**src/charger_otg_pkg.sv**
```systemverilog
// Purpose: shared constants and carriers for the charger and step-up control block
// Assumes: 40 MHz core clock, 8-bit register port
// Notes: analog thresholds arrive as comparator levels from the power stage
package charger_otg_pkg;

  // ***************************************************************
  // Register map
  // ***************************************************************
  localparam logic [2:0] ADDR_CHARGE = 3'h0;
  localparam logic [2:0] ADDR_USB_LIM = 3'h1;
  localparam logic [2:0] ADDR_ADP_LIM = 3'h2;
  localparam logic [2:0] ADDR_CONTROL = 3'h3;
  localparam logic [2:0] ADDR_STATUS = 3'h4;
  localparam logic [2:0] ADDR_FAULT = 3'h5;
  localparam logic [2:0] ADDR_IRQ_CTRL = 3'h6;

  // ***************************************************************
  // Field layout and reset values
  // ***************************************************************
  localparam logic [3:0] TRIM_FULL = 4'h0;
  localparam logic [3:0] TRIM_STEPS = 4'hE;
  localparam logic [4:0] LIMIT_DEFAULT = 5'h00;
  localparam int CTL_SAG_OFF = 0;
  localparam int CTL_INHIBIT = 1;
  localparam int CTL_PREFER_USB = 2;
  localparam int CTL_START = 3;
  localparam int IEN_OTG = 4;
  localparam logic [7:0] ZERO_BYTE = 8'h00;

  // Trickle reference level on the charge reference scale
  localparam logic [3:0] TRIM_TRICKLE = 4'hF;

  // ***************************************************************
  // Timing
  // ***************************************************************
  localparam int CLK_HZ = 40_000_000;
  localparam int SHORT_DELAY_US = 8_000;
  localparam int SHORT_DELAY_CYC = CLK_HZ / 1_000_000 * SHORT_DELAY_US;
  localparam int CNT_W = 20;

  // ***************************************************************
  // Carriers
  // ***************************************************************
  typedef struct packed {
    logic usb_good;
    logic adapter_good;
    logic cell_low;
    logic cell_below_trickle;
    logic id_grounded;
    logic boost_short;
  } power_sense_t;

  typedef struct packed {
    logic [3:0] charge_ref;
    logic [4:0] input_limit;
    logic from_usb;
    logic from_adapter;
    logic sag_limit_en;
    logic boost_en;
    logic charge_yield;
  } power_ctrl_t;

endpackage : charger_otg_pkg

```
**src/level_sync.sv**
```systemverilog
// Purpose: two-stage synchroniser for one asynchronous level
// Assumes: single clock domain
// Notes: first stage is read only by the second
`timescale 1ns/10ps
module level_sync (
  // Clock and reset
  input wire logic clk_i,
  input wire logic rst_i,
  // Data
  input wire logic d_i,
  output logic q_o
);
  logic meta_q;

  always_ff @(posedge clk_i or posedge rst_i)
  begin
    if (rst_i)
    begin
      meta_q <= 1'b0;
      q_o <= 1'b0;
    end
    else
    begin
      meta_q <= d_i;
      q_o <= meta_q;
    end
  end
endmodule : level_sync

```
**src/short_timer.sv**
```systemverilog
// Purpose: delay counter for the step-up short-circuit shutdown
// Assumes: fault level already synchronised
// Notes: restarts whenever the fault clears
`timescale 1ns/10ps
module short_timer #(
  parameter int DELAY_CYC = charger_otg_pkg::SHORT_DELAY_CYC
) (
  // Clock and reset
  input wire logic clk_i,
  input wire logic rst_i,
  // Control
  input wire logic fault_i,
  output logic expired_o
);
  localparam logic [charger_otg_pkg::CNT_W-1:0] TERMINAL =
    charger_otg_pkg::CNT_W'(DELAY_CYC - 1);

  logic [charger_otg_pkg::CNT_W-1:0] count_q;
  wire at_end = (count_q == TERMINAL);

  always_ff @(posedge clk_i or posedge rst_i)
  begin
    if (rst_i)
    begin
      count_q <= '0;
      expired_o <= 1'b0;
    end
    else if (!fault_i)
    begin
      count_q <= '0;
      expired_o <= 1'b0;
    end
    else if (!at_end)
    begin
      count_q <= count_q + 1'b1;
      expired_o <= 1'b0;
    end
    else
    begin
      expired_o <= 1'b1;
    end
  end
endmodule : short_timer

```
**src/charger_otg_control.sv**
```systemverilog
// Purpose: digital control of charger settings, input limits and step-up converter
// Assumes: comparator levels from the analog side are asynchronous
// Notes: plain register port, read data one cycle after the read strobe
//
// Contract
// - Charge reference defaults full scale; four-bit trim picks fourteen 6.25% reductions.
// - Below 2.94V reference falls toward trickle, reached below 2.8V depleted level.
// - Separate five-bit input limit per input, up to 3A, set by host.
// - USB limit returns to 100mA default whenever USB power is removed.
// - Adapter limit returns to default only when both inputs lack power.
// - Sag current limit near 4.3V is active unless the disable bit is set.
// - Step-up starts from grounded cable pin or the host start command.
// - Step-up blocked while either input is powered or battery is depleted.
// - Step-up feeds only the USB input; preference ignored while boosting.
// - Output short in step-up shuts converter after 8ms and sets fault.
// - Cable pin monitored always; status true whenever pin is grounded.
// - Change of cable detect status raises interrupt request when enabled.
// - Inhibit bit blocks only automatic start, not monitoring or status.
// - Host start command works regardless of cable detect or inhibit.
// - Detection flagged below about 24k, comparator decides; higher values ignored.
// - Running, depleted and short status bits tell host if step-up runs.
// - When load plus charge exceeds input, charge current yields first.
// - Full write to address 0x06 clears pending interrupts; reads have no effect.
// - Both inputs powered: adapter by default, USB when preference bit set.
//
// The strobed register port and the register offsets were decided locally.
`timescale 1ns/10ps
module charger_otg_control #(
  parameter int SHORT_DELAY_CYC = charger_otg_pkg::SHORT_DELAY_CYC
) (
  // Clock and reset
  input wire logic clk_i,
  input wire logic rst_i,
  // Register port
  input wire logic [2:0] addr_i,
  input wire logic [7:0] wdata_i,
  input wire logic wr_i,
  input wire logic rd_i,
  output logic [7:0] rdata_o,
  // Analog comparators
  input wire logic usb_good_i,
  input wire logic adapter_good_i,
  input wire logic cell_low_i,
  input wire logic cell_below_trickle_i,
  input wire logic id_grounded_i,
  input wire logic boost_short_i,
  input wire logic overload_i,
  // Power stage control
  output charger_otg_pkg::power_ctrl_t ctrl_o,
  // Interrupt request to host
  output logic irq_o
);

  // ***************************************************************
  // Input synchronisers
  // ***************************************************************
  charger_otg_pkg::power_sense_t sense_raw;
  charger_otg_pkg::power_sense_t sense;
  logic overload_s;

  assign sense_raw = '{usb_good: usb_good_i, adapter_good: adapter_good_i,
                       cell_low: cell_low_i, cell_below_trickle: cell_below_trickle_i,
                       id_grounded: id_grounded_i, boost_short: boost_short_i};

  genvar gi;
  generate
    for (gi = 0; gi < $bits(charger_otg_pkg::power_sense_t); gi++)
    begin : g_sync
      level_sync u_sync (
        .clk_i(clk_i),
        .rst_i(rst_i),
        .d_i(sense_raw[gi]),
        .q_o(sense[gi])
      );
    end
  endgenerate

  level_sync u_sync_ovl (
    .clk_i(clk_i),
    .rst_i(rst_i),
    .d_i(overload_i),
    .q_o(overload_s)
  );

  // ***************************************************************
  // Registers
  // ***************************************************************
  logic [3:0] trim_q;
  logic [4:0] usb_lim_q;
  logic [4:0] adp_lim_q;
  logic sag_off_q;
  logic inhibit_q;
  logic prefer_usb_q;
  logic start_cmd_q;
  logic otg_irq_en_q;
  logic irq_pend_q;
  logic id_prev_q;
  logic short_flag_q;
  logic running_q;
  logic expired;

  wire wr_charge = wr_i && (addr_i == charger_otg_pkg::ADDR_CHARGE);
  wire wr_usb = wr_i && (addr_i == charger_otg_pkg::ADDR_USB_LIM);
  wire wr_adp = wr_i && (addr_i == charger_otg_pkg::ADDR_ADP_LIM);
  wire wr_ctl = wr_i && (addr_i == charger_otg_pkg::ADDR_CONTROL);
  wire wr_irq = wr_i && (addr_i == charger_otg_pkg::ADDR_IRQ_CTRL);

  wire any_input = sense.usb_good || sense.adapter_good;
  wire usb_lost = !sense.usb_good;
  wire both_lost = !sense.usb_good && !sense.adapter_good;
  wire id_change = sense.id_grounded != id_prev_q;

  // Trim values above the last step clamp to the last, deepest reduction step
  wire [3:0] trim_clamped = (wdata_i[3:0] > charger_otg_pkg::TRIM_STEPS) ?
                            charger_otg_pkg::TRIM_STEPS : wdata_i[3:0];

  always_ff @(posedge clk_i or posedge rst_i)
  begin
    if (rst_i)
      trim_q <= charger_otg_pkg::TRIM_FULL;
    else if (wr_charge)
      trim_q <= trim_clamped;
  end

  // Loss of power beats a simultaneous host write, so a stale limit never survives
  always_ff @(posedge clk_i or posedge rst_i)
  begin
    if (rst_i)
      usb_lim_q <= charger_otg_pkg::LIMIT_DEFAULT;
    else if (usb_lost)
      usb_lim_q <= charger_otg_pkg::LIMIT_DEFAULT;
    else if (wr_usb)
      usb_lim_q <= wdata_i[4:0];
  end

  always_ff @(posedge clk_i or posedge rst_i)
  begin
    if (rst_i)
      adp_lim_q <= charger_otg_pkg::LIMIT_DEFAULT;
    else if (both_lost)
      adp_lim_q <= charger_otg_pkg::LIMIT_DEFAULT;
    else if (wr_adp)
      adp_lim_q <= wdata_i[4:0];
  end

  always_ff @(posedge clk_i or posedge rst_i)
  begin
    if (rst_i)
    begin
      sag_off_q <= 1'b0;
      inhibit_q <= 1'b0;
      prefer_usb_q <= 1'b0;
      start_cmd_q <= 1'b0;
    end
    else if (wr_ctl)
    begin
      sag_off_q <= wdata_i[charger_otg_pkg::CTL_SAG_OFF];
      inhibit_q <= wdata_i[charger_otg_pkg::CTL_INHIBIT];
      prefer_usb_q <= wdata_i[charger_otg_pkg::CTL_PREFER_USB];
      start_cmd_q <= wdata_i[charger_otg_pkg::CTL_START];
    end
  end

  // Set wins over the clear written in the same cycle
  always_ff @(posedge clk_i or posedge rst_i)
  begin
    if (rst_i)
    begin
      otg_irq_en_q <= 1'b0;
      irq_pend_q <= 1'b0;
      id_prev_q <= 1'b0;
    end
    else
    begin
      id_prev_q <= sense.id_grounded;
      if (wr_irq)
        otg_irq_en_q <= wdata_i[charger_otg_pkg::IEN_OTG];
      if (id_change && otg_irq_en_q)
        irq_pend_q <= 1'b1;
      else if (wr_irq)
        irq_pend_q <= 1'b0;
    end
  end

  // ***************************************************************
  // Step-up converter control
  // ***************************************************************
  wire auto_start = sense.id_grounded && !inhibit_q;
  wire boost_want = auto_start || start_cmd_q;
  wire boost_block = any_input || sense.cell_low || short_flag_q;
  wire boost_next = boost_want && !boost_block;

  short_timer #(
    .DELAY_CYC(SHORT_DELAY_CYC)
  ) u_short (
    .clk_i(clk_i),
    .rst_i(rst_i),
    .fault_i(sense.boost_short && running_q),
    .expired_o(expired)
  );

  // Fault latches until the request goes away, so the converter cannot retry on its own
  always_ff @(posedge clk_i or posedge rst_i)
  begin
    if (rst_i)
    begin
      short_flag_q <= 1'b0;
      running_q <= 1'b0;
    end
    else
    begin
      if (expired)
        short_flag_q <= 1'b1;
      else if (!boost_want)
        short_flag_q <= 1'b0;
      running_q <= boost_next && !expired;
    end
  end

  // ***************************************************************
  // Power stage outputs
  // ***************************************************************
  charger_otg_pkg::power_ctrl_t ctrl_d;
  wire use_usb = sense.usb_good && (!sense.adapter_good || prefer_usb_q);
  wire use_adp = sense.adapter_good && !use_usb;
  wire [3:0] ref_lowcell = sense.cell_below_trickle ? charger_otg_pkg::TRIM_TRICKLE :
                           (trim_q | 4'h8);

  always_comb
  begin
    ctrl_d.charge_ref = sense.cell_low ? ref_lowcell : trim_q;
    ctrl_d.input_limit = use_usb ? usb_lim_q : adp_lim_q;
    ctrl_d.from_usb = running_q ? 1'b1 : use_usb;
    ctrl_d.from_adapter = running_q ? 1'b0 : use_adp;
    ctrl_d.sag_limit_en = !sag_off_q;
    ctrl_d.boost_en = running_q;
    ctrl_d.charge_yield = overload_s;
  end

  always_ff @(posedge clk_i or posedge rst_i)
  begin
    if (rst_i)
    begin
      ctrl_o <= '0;
      irq_o <= 1'b0;
    end
    else
    begin
      ctrl_o <= ctrl_d;
      irq_o <= irq_pend_q;
    end
  end

  // ***************************************************************
  // Read path
  // ***************************************************************
  logic [7:0] rmux;
  always_comb
  begin
    case (addr_i)
      charger_otg_pkg::ADDR_CHARGE: rmux = {4'h0, trim_q};
      charger_otg_pkg::ADDR_USB_LIM: rmux = {3'h0, usb_lim_q};
      charger_otg_pkg::ADDR_ADP_LIM: rmux = {3'h0, adp_lim_q};
      charger_otg_pkg::ADDR_CONTROL: rmux = {4'h0, start_cmd_q, prefer_usb_q,
                                              inhibit_q, sag_off_q};
      charger_otg_pkg::ADDR_STATUS: rmux = {3'h0, sense.cell_low, running_q,
                                             sense.id_grounded, sense.adapter_good,
                                             sense.usb_good};
      charger_otg_pkg::ADDR_FAULT: rmux = {7'h00, short_flag_q};
      charger_otg_pkg::ADDR_IRQ_CTRL: rmux = {3'h0, otg_irq_en_q, 3'h0, irq_pend_q};
      default: rmux = charger_otg_pkg::ZERO_BYTE;
    endcase
  end

  always_ff @(posedge clk_i or posedge rst_i)
  begin
    if (rst_i)
      rdata_o <= charger_otg_pkg::ZERO_BYTE;
    else if (rd_i)
      rdata_o <= rmux;
    else
      rdata_o <= charger_otg_pkg::ZERO_BYTE;
  end

endmodule : charger_otg_control

```
**config.mk**
```make
export PLATFORM = sky130hd
export DESIGN_NAME = charger_otg_control
export DESIGN_NICKNAME = d
export VERILOG_FILES = /design/src/charger_otg_pkg.sv /design/src/level_sync.sv /design/src/short_timer.sv /design/src/charger_otg_control.sv
export SDC_FILE = /design/constraint.sdc
export NUM_CORES = 1
export LEC_CHECK = 0
export ABC_AREA = 1
export ABC_CLOCK_PERIOD_IN_PS = 2000
export CORE_MARGIN = 5
export CORE_UTILIZATION = 59
export CTS_BUF_LIST = sky130_fd_sc_hd__clkbuf_4
export DETAILED_ROUTE_END_ITERATION = 10
export DONT_BUFFER_PORTS = 1
export PLACE_DENSITY = 0.85
export REMOVE_ABC_BUFFERS = 1
export SETUP_SLACK_MARGIN = 0.15
export SYNTH_ARGS = -nofsm -noshare
export SYNTH_HDL_FRONTEND = slang
export SYNTH_SLANG_ARGS = --single-unit
```
**constraint.sdc**
```tcl
create_clock -name clk_i -period 2 [get_ports clk_i]
set_input_delay 0.2 -clock clk_i [delete_from_list [all_inputs] [get_ports clk_i]]
set_output_delay 0.2 -clock clk_i [all_outputs]
set_load 0.005 [all_outputs]
```
== After elaboration in Yosys (flattened, before gate mapping) ==
Cells that the tools add are included.

* Add/subtract/negate cells: 1
* Magnitude comparators: 1
* Eq/ne operators: 11
* Mux-type cells: 20
* Reduce and logical (&&, ||, !) cells: 28

{| class="wikitable"
|+ Operators with widths
! kind !! number
|-
| $mux W20 || 2
|-
| $pmux W5 S7 || 1
|-
| $mux W5 || 5
|-
| $add A20 B1 Y20 const B || 1
|-
| $eq A20 B19 Y1 const B || 1
|-
| $logic_and A1 B1 Y1 || 13
|-
| $eq A3 B3 Y1 const B || 3
|-
| $mux W1 || 8
|-
| $mux W4 || 2
|-
| $mux W8 || 1
|-
| $logic_not A1 Y1 || 7
|-
| $eq A3 B2 Y1 const B || 2
|-
| $logic_or A1 B1 Y1 || 5
|-
| $gt A4 B4 Y1 const B || 1
|-
| $ne A2 B2 Y1 const B || 2
|-
| $reduce_bool A2 Y1 || 2
|-
| $eq A3 B1 Y1 const B || 1
|-
| $logic_not A3 Y1 || 1
|-
| $mux W3 || 1
|-
| $ne A2 B1 Y1 const B || 1
|-
| $ne A1 B1 Y1 || 1
|}

* Bits in registers: 81
* Input port bits: 22
* Output and inout bits: 23
* Logic and storage cells: 98

== Longest topological paths before layout ==
Gate-level depths: netlist of the first run.

* Depth in word-level cells: 6
* Mapped depth: 8
* Gate-level depth less buffers: 8

== Hierarchy ==
Synthesis of the first run repeated with hierarchy kept, for this count alone.

* Cell total of the unflattened synthesis: 414
* Area total of the unflattened synthesis: 3567.2 µm²

{| class="wikitable"
|+ By module, submodules not included
! module !! times used !! cells each !! area each (µm²) !! sequential area each (µm²)
|-
| charger_otg_control || 1 || 204 || 1856.8 || 1076.0
|-
| short_timer || 1 || 189 || 1333.8 || 525.5
|-
| level_sync || 7 || 3 || 53.8 || 50.0
|}

== Worst setup path after synthesis of the first run ==
Ideal clock, no wire load.

* Path type: register to register
* Start: register u_short.count_q[0] (netlist bit)
* End: register u_short.count_q[6] (netlist bit)
* Library setup time: 120 ps
* Arrival: 1144 ps
* Data required time: 1880 ps
* Setup slack: 736 ps
* Cell stages (with the launch flop): 7
* Cells stage by stage: dfrtp_1 ha_1 nand3_1 nor2_1 or2_2 nand3_1 nand2_1

* Cells in the longest elaborated chain, start to end: 3

{| class="wikitable"
|+ RTL lines
! element !! RTL line !! text
|-
| start: declaration || short_timer.sv:18 || <nowiki>logic [charger_otg_pkg::CNT_W-1:0] count_q;</nowiki>
|-
| start signal: assignment || short_timer.sv:35 || <nowiki>count_q <= count_q + 1'b1;</nowiki>
|-
| $add A20 B1 Y20 || short_timer.sv:35 ||
|-
| $mux W20 || short_timer.sv:33 || <nowiki>else if (!at_end)</nowiki>
|-
| $mux W20 || short_timer.sv:28 || <nowiki>else if (!fault_i)</nowiki>
|}

Parallel ways exist; a longest one is shown, timed or not. The select of a mux whose other input is x is not followed.
A chain may end at the register's enable or synchronous reset.

== Worst setup path in the final report of the first run ==
* Start: register u_short.count_q[1] (netlist bit)
* End: register u_short.count_q[5] (netlist bit)

Same word-level chain as after synthesis.

==> results of run 1 <==
-- synthesized netlist by cell type (2+ instances only) --
master,n,area (um2)
nor3_2,2,20.0
nand3_2,2,20.0
nor2_4,6,67.6
a21oi_1,10,50.1
buf_2,4,20.0
buf_4,3,22.5
nand2_1,93,349
inv_1,51,191
dfrtp_1,78,1950
o21ai_1,23,115
nand2_2,2,12.5
nor3_1,4,20.0
nor2_1,43,161
nand4_1,9,56.3
inv_2,6,22.5
nor2_2,3,18.8
nand3_1,38,190
nand2_4,2,22.5
o22ai_1,10,62.6
or2_2,5,31.3
o21ai_0,4,20.0
-- through the flow --
step / setup WS (ps) / utilization, % / TNS (ps)
global placement: 619 / 61.5 / 0
global route: 410 / 66.1 / 0
floorplan: -195 / - / -15210
CTS: 561 / 66.1 / 0
finish: 572 / 66.1 / 0
detailed placement: 575 / 61.5 / 0
-- cell type report --
class | count | area (um2) | share of cell area (%)
sequential | 78 | 1950 | 50.5
multi-input combinational | 267 | 1310 | 33.8
inverter | 57 | 214 | 5.53
timing repair buffer | 16 | 165 | 4.27
tap | 75 | 93.8 | 2.43
clock buffer | 10 | 75.1 | 1.94
clock inverter | 6 | 62.6 | 1.62
-- routing by layer --
layer,wire [um],part of all wire [%],global-route usage [%]
met5,0,0,0
met4,255,3.3,10.6
met3,534,7.0,5.77
met2,4020,53,39.9
met1,2810,37,24.4
-- layout by cell type, fill, tap and decap left out, drive strengths merged, types with 6 or more instances in the layout --
cell type,n
nand2,97
dfrtp,78
inv,57
nor2,53
nand3,40
o21ai,28
dlygate4sd3,13
o22ai,10
a21oi,10
clkbuf,10
nand4,9
or2,6
nor3,6
-- timing repair --
item / in CTS / in global routing
hold buffers: 13 / 0
resized for setup: 0 / 0
hold endpoints to repair: 101 / 0
-- worst paths after layout --
kind                                                         from                        endpoint  slack, ps
max in group asynchronous                                   rst_i         start_cmd_q$_DFFE_PP0P_       1330
worst max register to register     u_short.count_q[1]$_DFFE_PP0N_  u_short.count_q[5]$_DFFE_PP0N_        570
worst min-delay path                                         wr_i        usb_lim_q[2]$_DFFE_PP0P_         40
worst min register to register  g_sync[4].u_sync.meta_q$_DFF_PP0_  g_sync[4].u_sync.q_o$_DFF_PP0_        350
min in group asynchronous                                   rst_i     u_sync_ovl.meta_q$_DFF_PP0_        100
worst max-delay path               u_short.count_q[1]$_DFFE_PP0N_  u_short.count_q[5]$_DFFE_PP0N_        570
-- critical path: cells and delay by family, from the launching register on --
family	cells	cell delay (ps)
fa+ha+maj	1	220
flops	1	420
simple gates	6	740
-- report_power, final --
group / internal (uW) / total, uW / switching [uW]
registers: 1680 / 1750 / 64.9
clock network: 391 / 949 / 558
logic: 83.2 / 234 / 150
-- registers in the layout, indices dropped and copies added (netlist names) --
| signal | flops |
|---|---|
| adp_lim_q | 5 |
| ctrl_o | 14 |
| g_sync.u_sync.meta_q | 6 |
| g_sync.u_sync.q_o | 6 |
| id_prev_q | 1 |
| inhibit_q | 1 |
| irq_o | 1 |
| irq_pend_q | 1 |
| otg_irq_en_q | 1 |
| prefer_usb_q | 1 |
| rdata_o | 5 |
| running_q | 1 |
| sag_off_q | 1 |
| short_flag_q | 1 |
| start_cmd_q | 1 |
| trim_q | 4 |
| u_short.count_q | 20 |
| u_short.expired_o | 1 |
| u_sync_ovl.meta_q | 1 |
| u_sync_ovl.q_o | 1 |
| usb_lim_q | 5 |
-- cells by family after synthesis --
logic type	count (synthesis)	synth area share, %
and+or+nand+nor	213	28.7
other	1	0.107
DFF	78	55.5
buffers and inverters	66	7.51
xor gates and xnor gates	1	0.249
adders and majority gates	1	0.356
AOI/OAI and AO/OA	49	7.51
==> results.md, run 1 <==
- Status: complete, no violations
- DIE WIDTH: 87.2 um
- Final #Nets: 452
- Drt first-iter violations: 109
- Flops & latches, synth: 78
- DP HPWL: 5410 um
- Worst hold stages: 2
- Static leakage: 0.00188 uW
- Drt drc: 0
- Rows: 28
- Via count: 2817
- Setup bufs post-CTS: 0
- Clock slew seen by the registers of the worst setup and hold paths: 130 ps
- Largest net degree at the start of global routing: 78
- CP required: 2350 ps
- PD cells: 757 nW/um2
- Largest stage delay, worst path: 420 ps
- Max Buffers Root-to-Sink: 2
- Gr usage total: 22.3%
- Setup violators final: 0
- Critical path data arrival time: 1780 ps
- Register area share after synthesis: 55.5%
- DRT Pass-1 Iters: 5
- Worst Hold Class: in2reg
- Core footprint: 5850 um2
- DIE HEIGHT: 87.2 um
- Highest clock rate: 700 MHz
- Dpl cell area: 3600 um2
- Period minus WS final: 1430 ps
- Die area: 7600 um2
- Crit-path most repeated cell: nor2_4
- Crit-path max FO: 7
- Remaining antenna violation count: 0
- Max-slew violations: 0
- Ports: 45
- Root Buffer: clkbuf_4
- RSZ-0062 raised after global routing: no
- Final Hold Fails: 0
- Post-synth cell types: 32
- Post-Syn Area: 3510 um2
- PortBufs: 0
- Vias in the first global route: 2899
- Pwr Total: 2930 uW
- Wire per inst: 15.0 um
- CTS tree: built
- Period Utilization, post-route: 71.4%
- CP cell instances: ha_1, nand2_2, nor2_4, nand2_4, nor2_4, nand3_2, nand2_1
- Final Cell Area: 3870 um2
- CP endpoint kind: flip-flop
- Antenna violations before repair: 0
- Synth warn: 0
- Fraction of layout cells with a size suffix above 1: 11.3%
- Layout Cells excl Fill: 509
- Worst-Skew Late Latency: 420 ps
- Gpl congestion: 0.905
- CTS sink cnt: 78
- Area Growth Syn to Fin: 10.1%
- First-pass GRT wire length: 13100 um
- Ys flop type: dfrtp_1
- Avg Cell Area, Syn: 8.59 um2
- Num CTS Buffers: 9
- Clk_skew: 19.5 ps
- Slowest cell on the critical path: dfrtp_1
- Total grt overflow: 0
- Kind of critical path: reg2reg
- Effective utilization at floorplan: 60.1%
- Maximum vdd drop: 0.000464 V
- Final hold slack: 39.5 ps
- Max Cap Violations: 0
- Number of synthesized flops with an enable pin: 0
- # fillers: 457
- CP startpoint kind: flip-flop
- CTS H-tree lvls: 3
- Via/cell ratio: 5.53
- Worst R2R Path Depth: 7
- Placed insts: 480
- Drt total wl: 7620 um
- Synthesized instance count: 409
- ANT cells: 0
- Async S/R FF share, synth: 100%
No activity file was read; power rests on OpenSTA's default activity.
==> run 2: changes to the inputs <==
Settings changed: ABC_CLOCK_PERIOD_IN_PS 2000 to 1200.
Clock period 2 ns to 1.2 ns, I/O delays scaled along.
==> results.md, run 2 (synthesis results as in run 1) <==
- Reg with most FFs: u_short.count_q
- Uppermost layer routed: met4
- Effective utilization at floorplan: 60.1%
- CTS H-tree lvls: 3
- CP required: 1590 ps
- Gr usage total: 25.3%
- Static leakage: 0.00219 uW
- ANT cells: 0
- CTS tree: built
- PortBufs: 0
- Reg-to-Reg Start: u_short.count_q[1]$_DFFE_PP0N_
- Rows: 28
- Failing checks: setup timing
- Dpl cell area: 3820 um2
- Final Cell Area: 4490 um2
- Drt total wl: 9050 um
- Core footprint: 5850 um2
- Root Buffer: clkbuf_4
- Period Utilization, post-route: 117%
- Period minus WS final: 1400 ps
- DP HPWL: 5790 um
- Die area: 7600 um2
- Drt first-iter violations: 202
- Area Growth Syn to Fin: 27.8%
- DIE HEIGHT: 87.2 um
- DRT Pass-1 Iters: 6
- Worst Hold Class: in2reg
- Gpl congestion: 0.885
- PD cells: 1220 nW/um2
- First-pass GRT wire length: 14800 um
- Largest net degree at the start of global routing: 33
- Crit path to: u_short.count_q[8]$_DFFE_PP0N_
- Commonest non-fill, non-tap cell in the layout: nand2_1
- Met2 WL: 4710 um
- Max Cap Violations: 0
- RSZ-0062 raised after global routing: yes
- Maximum vdd drop: 0.000797 V
- Final Hold Fails: 0
- Fraction of layout cells with a size suffix above 1: 26.0%
- Vias in the first global route: 3219
- Num CTS Buffers: 9
- Antenna violations before repair: 0
- Final setup margin: -199 ps
- Worst R2R Path Depth: 8
- Setup violators final: 21
- Met3 WL: 757 um
- Via/cell ratio: 5.69
- Highest clock rate: 715 MHz
- CP Launch Point: u_short.count_q[1]$_DFFE_PP0N_
- CP endpoint kind: flip-flop
- Max Buffers Root-to-Sink: 2
- Clk_skew: 18.5 ps
- Kind of critical path: reg2reg
- Total grt overflow: 0
- Ports: 45
- Critical path data arrival time: 1790 ps
- Drt drc: 0
- Place WS: -174 ps
- Regs by FF count: u_short.count_q (20), ctrl_o (14)
- Max-slew violations: 0
- CTS sink cnt: 78
- Status: finished, violations left
- R2R Setup Slk: -200 ps
- Met1 Wirelength: 3280 um
- Clock slew seen by the registers of the worst setup and hold paths: 140 ps
- CP startpoint kind: flip-flop
- Most frequent cells in the layout: 87 x nand2_1, 76 x dfrtp_1, 48 x inv_1
- Crit-path max FO: 7
- Wire per inst: 16.3 um
- Worst-Skew Late Latency: 440 ps
- DIE WIDTH: 87.2 um
- Reg2reg end: u_short.count_q[8]$_DFFE_PP0N_
- Final #Nets: 499
- Remaining antenna violation count: 0
- Via count: 3166
- Max reg flops: 20
-- run 2: cell count changes in the layout (fill, tap and decap cells not counted), sizes merged --
cell	before	now
dlygate4sd3	13	19
inv	57	58
buf	3	44
clkinvlp	2	0
bufinv	1	3
clkbuf	10	9
-- run 2: layer usage --
layer / global-route usage, % / vias to the layer above
li1: - / 1443
met1: 29.6 / 1513
met2: 43.5 / 171
met3: 6.53 / 39
met5: 0 / -
met4: 11.3 / 0
-- run 2: cell type report --
class	count	area, um2
fillers	374	1360
multi-input cells	267	1490
repair buffers	63	557
well taps	75	93.8
clock buffers	9	67.6
flip-flops and latches	78	1950
clock inverters	7	121
inverters	57	214
-- run 2: worst min-delay path by stage --
stage,from,endpoint,slack [ps],cells after the start
global placement,rst_i,u_sync_ovl.meta_q$_DFF_PP0_,20,1
detailed placement,rst_i,g_sync[3].u_sync.meta_q$_DFF_PP0_,30,1
floorplan,boost_short_i,g_sync[0].u_sync.meta_q$_DFF_PP0_,150,0
global route,addr_i[0],rdata_o[0]$_DFF_PP0_,20,4
CTS,addr_i[2],rdata_o[0]$_DFF_PP0_,8,4
finish,addr_i[0],rdata_o[0]$_DFF_PP0_,20,4
-- run 2: per-stage QoR --
stage,TNS [ps],instances,util [%],hold slack [ps],total power (uW)
6_report,-2880,556,76.8,24.1,5470
3_3_place_gp,-778,508,65.4,24.0,3300
3_5_place_dp,-2000,508,65.4,28.0,3330
4_1_cts,-2380,551,74.3,7.83,5420
5_1_grt,-4790,556,76.8,20.2,5670
2_1_floorplan,-71720,402,-,151,3190
-- run 2: power by group --
| part | internal, uW | leakage [uW] | switching [uW] |
|---|---|---|---|
| Combinational | 200 | 0.00109 | 298 |
| Clock | 1070 | 0.000100 | 993 |
| Sequential | 2800 | 0.00100 | 112 |
-- run 2: what timing repair did --
| item | in CTS | in global routing |
|---|---|---|
| gates cloned | 1 | 0 |
| hold buffers | 18 | 1 |
| endpoints found under the setup margin | 29 | 42 |
| endpoints found under the hold margin | 109 | 1 |
| pin swaps | 11 | 10 |
| setup buffers | 8 | 4 |
| resized for setup | 22 | 28 |
-- run 2: worst max-delay path, stage by stage, from the launching register on --
cell	delay (ps)
dfrtp_1	380
buf_4	120
ha_4	150
nand2_4	60
nor2_4	170
nand2_4	100
nor2_4	130
nand3_4	140
nand2_1	110
